==> src/becs_pkg.sv <==
// Package with event codes, field widths and reset values for the bus event counter
package becs_pkg;
  localparam int becs_code_w = 8;
  localparam int becs_umask_w = 8;
  localparam int becs_cnt_w = 40;
  localparam int becs_nev = 6;
  localparam logic [7:0] becs_code_bnr = 8'h61;
  localparam logic [7:0] becs_code_data_ready_strobe = 8'h62;
  localparam logic [7:0] becs_code_lock = 8'h63;
  localparam logic [7:0] becs_code_rcv = 8'h64;
  localparam logic [7:0] becs_code_brd = 8'h65;
  localparam logic [7:0] becs_code_rfo = 8'h66;
  localparam logic [39:0] becs_cnt_reset = 40'h00_0000_0000;
  localparam logic [5:0] becs_hit_reset = 6'h00;
  // Outstanding transaction count at which bus-not-ready is driven
  localparam logic [3:0] becs_bnr_thresh = 4'hE;
  localparam logic [3:0] becs_out_reset = 4'h0;
  // Index of each event within the hit vector
  localparam int becs_ix_bnr = 0;
  localparam int becs_ix_data_ready_strobe = 1;
  localparam int becs_ix_lock = 2;
  localparam int becs_ix_rcv = 3;
  localparam int becs_ix_brd = 4;
  localparam int becs_ix_rfo = 5;
  typedef enum logic [2:0] {
    becs_idle_type = 3'h1,
    becs_count_type = 3'h2,
    becs_hold_type = 3'h4
  } becs_state_type;
endpackage

==> src/becs_match_if.sv <==
// Interface carrying bus conditions and the match result between modules
`timescale 1ns/1ps
interface becs_match_if;
  logic [5:0] cond;
  logic [7:0] code;
  logic [7:0] umask;
  logic [7:0] umask_filter;
  logic umask_filter_en;
  logic [5:0] hit;
  modport top (output cond, output code, output umask, output umask_filter, output umask_filter_en, input hit);
  modport matcher (input cond, input code, input umask, input umask_filter, input umask_filter_en, output hit);
endinterface

==> src/becs_match.sv <==
// Event code comparator: one hit per bus condition whose code is selected
`timescale 1ns/1ps
module becs_match (
  becs_match_if.matcher m
);
  localparam logic [7:0] codes [6] = '{becs_pkg::becs_code_bnr, becs_pkg::becs_code_data_ready_strobe,
    becs_pkg::becs_code_lock, becs_pkg::becs_code_rcv, becs_pkg::becs_code_brd, becs_pkg::becs_code_rfo};
  logic umask_ok;
  // Opaque qualifier; filters only when a meaning is supplied
  assign umask_ok = !m.umask_filter_en || ((m.umask & m.umask_filter) != 8'h00);
  genvar i;
  generate
    for (i = 0; i < becs_pkg::becs_nev; i++) begin : g_ev
      assign m.hit[i] = m.cond[i] && (m.code == codes[i]) && umask_ok;
    end
  endgenerate
endmodule

==> src/becs_top.sv <==
// Bus event counter with selectable front-side bus event
`timescale 1ns/1ps
module becs_top (
  input wire logic sys_clk,
  input wire logic rst,
  input wire logic clk_en,
  input wire logic count_enable,
  input wire logic [7:0] event_select,
  input wire logic [7:0] unit_mask,
  input wire logic [7:0] unit_mask_filter,
  input wire logic unit_mask_filter_en,
  input wire logic any_thread_qualifier,
  input wire logic counter_clear,
  input wire logic txn_start,
  input wire logic txn_done,
  input wire logic data_ready_strobe_in,
  input wire logic data_write_own,
  input wire logic data_receive_busy,
  input wire logic lock_uncacheable,
  input wire logic lock_line_split,
  input wire logic lock_page_walk,
  input wire logic burst_read_issue,
  input wire logic txn_is_rfo,
  input wire logic rfo_store_miss,
  input wire logic rfo_locked,
  input wire logic bus_not_ready_in,
  output logic bus_not_ready_signal,
  output logic bus_lock_signal,
  output logic txn_grant,
  output logic [39:0] event_count,
  output logic counting
);
  becs_match_if mif ();
  becs_match u_match (.m(mif));

  // Pins from other agents: two-flop synchronisers
  logic [1:0] bnr_in_s1_reg, bnr_in_s2_reg;
  logic [1:0] bnr_in_s1_next;
  assign bnr_in_s1_next = {data_ready_strobe_in, bus_not_ready_in};
  always_ff @(posedge sys_clk or posedge rst) begin
    if (rst) begin
      bnr_in_s1_reg <= 2'h0;
      bnr_in_s2_reg <= 2'h0;
    end else if (clk_en) begin
      bnr_in_s1_reg <= bnr_in_s1_next;
      bnr_in_s2_reg <= bnr_in_s1_reg;
    end
  end
  logic ext_bnr, data_ready_strobe_seen;
  assign ext_bnr = bnr_in_s2_reg[0];
  assign data_ready_strobe_seen = bnr_in_s2_reg[1];

  // Outstanding transaction tracking and bus output drive
  logic [3:0] out_reg, out_next;
  logic bnr_reg, bnr_next, bnr_prev_reg;
  logic lock_reg, lock_next, grant_reg, grant_next;
  logic issue;
  always_comb begin
    grant_next = !bnr_reg && !ext_bnr;
    issue = txn_start && grant_reg;
    out_next = out_reg;
    if (issue && !(txn_done && out_reg != 4'h0)) begin
      out_next = out_reg + 4'h1;
    end else if (!issue && txn_done && out_reg != 4'h0) begin
      out_next = out_reg - 4'h1;
    end
    bnr_next = (out_next >= becs_pkg::becs_bnr_thresh);
    lock_next = lock_uncacheable || lock_line_split || lock_page_walk;
  end
  always_ff @(posedge sys_clk or posedge rst) begin
    if (rst) begin
      out_reg <= becs_pkg::becs_out_reset;
      bnr_reg <= 1'b0;
      bnr_prev_reg <= 1'b0;
      lock_reg <= 1'b0;
      grant_reg <= 1'b0;
    end else if (clk_en) begin
      out_reg <= out_next;
      bnr_reg <= bnr_next;
      bnr_prev_reg <= bnr_reg;
      lock_reg <= lock_next;
      grant_reg <= grant_next;
    end
  end

  // Bus conditions, registered one per cycle
  logic [5:0] cond_reg, cond_next;
  always_comb begin
    cond_next = becs_pkg::becs_hit_reset;
    cond_next[becs_pkg::becs_ix_bnr] = bnr_reg && !bnr_prev_reg;
    cond_next[becs_pkg::becs_ix_data_ready_strobe] = data_ready_strobe_seen && data_write_own;
    cond_next[becs_pkg::becs_ix_lock] = lock_reg;
    cond_next[becs_pkg::becs_ix_rcv] = data_receive_busy;
    cond_next[becs_pkg::becs_ix_brd] = burst_read_issue && !txn_is_rfo;
    cond_next[becs_pkg::becs_ix_rfo] = txn_is_rfo && (rfo_store_miss || rfo_locked);
  end
  always_ff @(posedge sys_clk or posedge rst) begin
    if (rst) begin
      cond_reg <= becs_pkg::becs_hit_reset;
    end else if (clk_en) begin
      cond_reg <= cond_next;
    end
  end

  assign mif.cond = cond_reg;
  assign mif.code = event_select;
  assign mif.umask = unit_mask;
  assign mif.umask_filter = unit_mask_filter;
  assign mif.umask_filter_en = unit_mask_filter_en;

  // Counter control
  becs_pkg::becs_state_type state_reg, state_next;
  logic [39:0] cnt_reg, cnt_next;
  logic any_hit;
  // Thread qualifier deliberately unused: bus events are processor-wide
  logic thread_ignored;
  assign thread_ignored = any_thread_qualifier;
  assign any_hit = |mif.hit;
  always_comb begin
    state_next = state_reg;
    cnt_next = cnt_reg;
    case (state_reg)
      becs_pkg::becs_idle_type: begin
        if (count_enable) begin
          state_next = becs_pkg::becs_count_type;
        end
      end
      becs_pkg::becs_count_type: begin
        if (!count_enable) begin
          state_next = becs_pkg::becs_hold_type;
        end else if (any_hit || (thread_ignored && 1'b0)) begin
          cnt_next = cnt_reg + 40'h00_0000_0001;
        end
      end
      becs_pkg::becs_hold_type: begin
        if (count_enable) begin
          state_next = becs_pkg::becs_count_type;
        end
      end
      default: begin
        state_next = becs_pkg::becs_idle_type;
      end
    endcase
    if (counter_clear) begin
      cnt_next = becs_pkg::becs_cnt_reset;
    end
  end
  always_ff @(posedge sys_clk or posedge rst) begin
    if (rst) begin
      state_reg <= becs_pkg::becs_idle_type;
      cnt_reg <= becs_pkg::becs_cnt_reset;
    end else if (clk_en) begin
      state_reg <= state_next;
      cnt_reg <= cnt_next;
    end
  end

  assign bus_not_ready_signal = bnr_reg;
  assign bus_lock_signal = lock_reg;
  assign txn_grant = grant_reg;
  assign event_count = cnt_reg;
  assign counting = state_reg[1];
endmodule

==> config.mk <==
export PLATFORM = sky130hd
export DESIGN_NAME = becs_top
export DESIGN_NICKNAME = d
export VERILOG_FILES = /design/src/becs_pkg.sv /design/src/becs_match_if.sv /design/src/becs_match.sv /design/src/becs_top.sv
export SDC_FILE = /design/constraint.sdc
export NUM_CORES = 1
export LEC_CHECK = 0
export BUFFER_PORTS_ARGS = -buffer_cell sky130_fd_sc_hd__buf_2
export CAP_MARGIN = 10
export CORE_MARGIN = 2
export CORE_UTILIZATION = 49
export CTS_BUF_LIST = sky130_fd_sc_hd__clkbuf_8
export CTS_CLUSTER_DIAMETER = 120
export DETAILED_ROUTE_END_ITERATION = 10
export GPL_TIMING_DRIVEN = 0
export PLACE_DENSITY = 0.74
export SYNTH_ARGS = -nofsm -noshare
export SYNTH_HDL_FRONTEND = slang
export SYNTH_SLANG_ARGS = --single-unit
==> constraint.sdc <==
create_clock -name sys_clk -period 2.4 [get_ports sys_clk]
set_clock_uncertainty 0.15 [all_clocks]
set_input_delay 0.48 -clock sys_clk [delete_from_list [all_inputs] [get_ports sys_clk]]
set_output_delay 0.48 -clock sys_clk [all_outputs]
set_load 0.05 [all_outputs]
**Yosys cells after proc, flatten, opt, wreduce, memory -nomap -nowiden**

Cells that the tools add are included.

- Logic and storage cells: 77
- Register bits after elaboration: 61
- Input port bits: 44
- Output and inout port bits: 44

- Eq/ne operators: 11
- Add/subtract/negate cells: 3
- Bitwise operators: 1
- $lt $le $gt $ge: 1
- Reductions and logical operators: 42
- Mux-type cells: 9

Operators by type and width:

| cell | count |
|---|---|
| 40-bit two-way mux | 4 |
| 8-bit by 7-bit == test with 1-bit output (second input constant) | 6 |
| 40-bit by 1-bit adder with 40-bit output (second input constant) | 1 |
| 1-bit logical AND | 22 |
| 8-bit bitwise AND | 1 |
| 4-bit two-way mux | 2 |
| 8-bit nonzero test | 1 |
| 1-bit zero test | 7 |
| 3-bit two-way mux | 2 |
| 3-bit case mux with 2 select lines | 1 |
| 2-bit nonzero test | 3 |
| 6-bit OR reduction | 1 |
| 4-bit by 1-bit adder with 4-bit output (second input constant) | 1 |
| 4-bit greater-or-equal comparator (second input constant) | 1 |
| 1-bit logical OR | 4 |
| 4-bit AND reduction | 1 |
| 4-bit nonzero test | 1 |
| 4-bit by 1-bit subtractor with 4-bit output (second input constant) | 1 |
| 3-bit by 1-bit == test with 1-bit output (second input constant) | 1 |
| 3-bit by 2-bit == test with 1-bit output (second input constant) | 1 |
| 3-bit == test (second input constant) | 1 |
| 3-bit AND reduction | 1 |
| 2-bit by 1-bit inequality test with 1-bit output (second input constant) | 1 |
| 2-bit inequality test (second input constant) | 1 |
| 2-bit OR reduction | 1 |

**Depth between registers and ports, before layout**

- Depth after elaboration: 9
- Gate-level depth with buffers: 8
- Gate-level depth less buffers: 8

**By module**

Synthesis repeated with hierarchy kept, for this count alone.

- Cells, all modules: 352
- Area total of the unflattened synthesis: 3306.9 um2

Modules (own cells, without submodules):

| module | area each (um2) | sequential area each (um2) | times used | cells each |
|---|---|---|---|---|
| becs_top | 3151.8 | 1527.7 | 1 | 333 |
| becs_match | 155.1 | 0.0 | 1 | 19 |

**Worst setup path after synthesis**

No wires, ideal clock.

- Path kind: flip-flop to flip-flop
- From: reg cnt_reg[14] (netlist: event_count[14])
- To: reg cnt_reg[32] (netlist: event_count[32])
- Data arrival time: 2.444 ns
- Clock period less this slack: 2.664 ns
- Setup slack: -0.264 ns
- Cell stages (with the launch flop): 8
- Library setup time: 0.070 ns
- Path buffers: 1
- Data required time: 2.180 ns
- Path through: dfrtp_1 > buf_2 > nand4_2 > nor3_4 > nand4_1 > or4_4 > or4_1 > nand3_1

- Word-level cells in the longest chain between the ends: 5

Ends and longest elaborated chain:

| element | line | source |
|---|---|---|
| from (decl) | becs_top.sv:113 | `logic [39:0] cnt_reg, cnt_next;` |
| from (signal assigned) | becs_top.sv:151 | `cnt_reg <= becs_pkg::becs_cnt_reset;` |
| from (signal assigned) | becs_top.sv:154 | `cnt_reg <= cnt_next;` |
| 40-bit by 1-bit adder with 40-bit output | becs_top.sv:132 | `cnt_next = cnt_reg + 40'h00_0000_0001;` |
| 40-bit two-way mux | becs_top.sv:131 | `end else if (any_hit \|\| (thread_ignored && 1'b0)) begin` |
| 40-bit two-way mux | becs_top.sv:129 | `if (!count_enable) begin` |
| 40-bit two-way mux | becs_top.sv:122 | `case (state_reg)` |
| 40-bit two-way mux | becs_top.sv:144 | `if (counter_clear) begin` |

Every way passes these cells. The select of a mux whose other input is x is not followed.
A chain may end at the register's enable or synchronous reset.

**Worst setup path in the final report**

- From: reg state_reg[2]
- To: reg cnt_reg[31] (netlist: event_count[31])

- Word-level cells in the longest chain between the ends: 3

Ends and longest elaborated chain:

| element | line | source |
|---|---|---|
| from (decl) | becs_top.sv:112 | `becs_pkg::becs_state_type state_reg, state_next;` |
| from (signal assigned) | becs_top.sv:150 | `state_reg <= becs_pkg::becs_idle_type;` |
| from (signal assigned) | becs_top.sv:153 | `state_reg <= state_next;` |
| 3-bit by 2-bit == test with 1-bit output | becs_top.sv:122 |  |
| 2-bit nonzero test (no line) | n/a |  |
| 4-bit AND reduction (no line) | n/a |  |

Every way passes these cells.

==> flow_summary.toml <==
[routing]
route.detailed.drc = 0
first_iter_violations = 276
routed_wl_um = 10400
viasPerCell = 6.13
wl_per_cell_um = 17.0
ant_nets = 0
dr.pass1.iters = 5
via_count = 3758

[sta]
clock.fmax_mhz = 415
relSlewSlack_pct = 58.4
setup_ws_ns = -0.00892
setup_viol = 1
hold_viol_final = 0
rsz0062_at_grt = "true"
period_needed_ns = 2.41
setup_tns_ns = -0.00892
period_share_pct = 100
hold_slack_ns = 0.0560
worst_pin_slew_ns = 0.623
slew_violations = 0

[clocking]
clockBufferDepth = 2
cts-htree-levels = 3
cts_hold_buffers = 0
cts_tree = "done"
clk_latency_ns = 0.35
clk_pin_slew_ns = 0.07
cts.sinks = 61
root_buffer = "clkbuf_8"
cts-buffers-inserted = 9

[power_and_ir_drop]
ir_drop_mv = 0.465
p_leak_nw = 2.04
finalPower_mw = 3.21
powerDensity_nw_per_um2 = 670

[floorplanning]
rows = 31
initial_utilization_pct = 50.7
die_area_um2 = 8220
core_area_um2 = 7250
die_h_um = 90.6
die_w_um = 90.6
ios = 88

[logic_synthesis]
async_flop_share_pct = 100
ys_warn_count = 0
synth-seq-cells = 61
synthFlopType = "dfrtp_1"
synth_nets = 448
ys_seq_area_share_pct = 41.5
synthCells = 401
synth-edff-count = 0
synth.distinct_cells = 61
avgSynthCellArea_um2 = 9.17
syn_area_um2 = 3680

[layout]
drive_gt1_share_pct = 34.0
fin_nets = 556
layout_common_cells = "buf_2, nand2_1, dfrtp_1, nor2_1, nand3_1"
multiInputGateArea_um2 = 2140
num_antenna_cells = 0
ff_latch_area_um2 = 1550
largest_register_ffs = 40
mostFrequentLayoutCell = "buf_2"
nFillCells = 612
stdcell_count = 613
area_growth_pct = 30.2

[outcome]
violations = "setup timing"
status = "complete, but fails checks"

[flow_run]
cap_violations = 0

[critical_path]
worstPathMaxFanout = 10
worst-setup-path-type = "flop to flop"
cp_slowest_cell = "dfrtp_1"
start_kind = "flop"
path_buf_inv = 1
crit_path_end_kind = "flop"
critical_path_arrival_ns = 2.48
required_ns = 2.47
crit_chain = "nand2b_4 > nor4_4 > o211ai_4 > buf_4 > nor4_2 > mux2i_1 > o2bb2ai_1"
cp_top_family = "simple AND/OR/NAND/NOR gates"
slowest_delay_ns = 0.43

[grt]
grt_overflow = 0
grt_pass1_vias = 3414
grt_max_degree = 34
track_usage_pct = 24.4
grt_pass1_wl_um = 16200
antenna_found_initial = 0

[min_path]
hold_path.class = "primary input to asynchronous set/reset pin"

[placed_design]
dp_cells = 586
place_hpwl_um = 7100
portBuffers = 85
gp_congestion = 0.923
dp_slack_ns = -0.309
[synthesized netlist by cell type, drive strengths merged, types with 2 or more instances]
master / instances / area (µm²)
a211o: 4 / 35.0
a21oi: 8 / 40.0
a221o: 2 / 20.0
a221oi: 3 / 32.5
a22o: 4 / 35.0
a311o: 2 / 20.0
and2: 2 / 12.5
and3: 7 / 43.8
and4: 2 / 17.5
buf: 5 / 22.5
clkbuf: 17 / 63.8
dfrtp: 60 / 1500
ha: 3 / 37.5
inv: 17 / 63.8
mux2: 7 / 78.8
mux2i: 20 / 200
nand2: 43 / 161
nand2b: 4 / 25.0
nand3: 25 / 125
nand4: 13 / 87.6
nor2: 32 / 120
nor2b: 3 / 18.8
nor3: 22 / 126
nor4: 19 / 155
o211a: 2 / 20.0
o211ai: 9 / 81.3
o21ai: 11 / 55.1
o22ai: 2 / 12.5
o2bb2ai: 16 / 140
o311ai: 3 / 26.3
o31a: 2 / 17.5
o31ai: 2 / 15.0
o32ai: 3 / 26.3
or4: 5 / 41.3
xnor2: 5 / 43.8
[routing by layer]
| metal | up-vias | wire (µm) | track usage, % |
|---|---|---|---|
| met4 | 0 | 126 | 12.6 |
| met2 | 173 | 5110 | 39.2 |
| li1 | 1731 | - | - |
| met1 | 1841 | 4430 | 31.4 |
| met5 | - | 0 | 0 |
| met3 | 13 | 769 | 4.84 |
[final cells by class]
type	count	share of cell area [%]
repair buffers	98	11.3
multi-input cells	300	44.8
clock buffers	12	3.45
plain buffers	21	2.04
inverters	18	1.41
clock inverters	4	1.96
well taps	99	2.59
flip-flops and latches	61	32.5
[final timing paths]
check                           cells past startpoint  slack (ns)                     start                     endpoint
worst min-delay path                                2        0.06                       rst      cond_reg[0]$_DFFE_PP0P_
worst max-delay path                                7      -0.009  state_reg[2]$_DFFE_PP0P_  event_count[31]$_DFFE_PP0P_
max in group asynchronous                           3        1.37                       rst     state_reg[0]$_DFFE_PP1P_
worst max register to register                      7      -0.009  state_reg[2]$_DFFE_PP0P_  event_count[31]$_DFFE_PP0P_
min in group sys_clk                                2        0.19                txn_is_rfo      cond_reg[4]$_DFFE_PP0P_
worst min register to register                      1        0.31  bnr_prev_reg$_DFFE_PP0P_      cond_reg[0]$_DFFE_PP0P_
[logic make-up after synthesis]
| kind of cell | count (synthesis) | synth area share (%) |
|---|---|---|
| simple gates | 183 | 26.6 |
| compound gates | 81 | 17.6 |
| mux | 27 | 7.59 |
| fa+ha+maj | 3 | 1.02 |
| flops | 61 | 41.5 |
| xor+xnor | 6 | 1.43 |
| buf+inv | 40 | 4.18 |
[per-stage QoR]
| stage | area (µm²) | utilization, % |
|---|---|---|
| 6_report | 4790 | 66.0 |
| 3_5_place_dp | 4280 | 59.0 |
| 3_3_place_gp | 4260 | 58.7 |
| 2_1_floorplan | 3710 | - |
| 4_1_cts | 4580 | 63.1 |
| 5_1_grt | 4790 | 66.0 |
[report_power, final]
group	total (mW)	internal (mW)	switching, mW
clock	1.19	0.772	0.422
combinational	0.724	0.277	0.448
sequential	1.29	1.15	0.141
total	3.21	2.20	1.01
[worst reg2reg max path: cells and delay by family (launching register included)]
family / cells / cell delay, ns
mux: 1 / 0.27
buf+inv: 1 / 0.26
compound gates: 2 / 0.27
flops: 1 / 0.43
simple gates: 3 / 0.91
[timing repair]
item                                    4_1_cts  5_1_grt
gates resized for setup                       3       38
setup buffers                                 3        9
endpoints found under the setup margin       12       33
endpoints found under the hold margin         0        0
pin swaps                                     2        7
No activity file was read; power rests on OpenSTA's default activity.
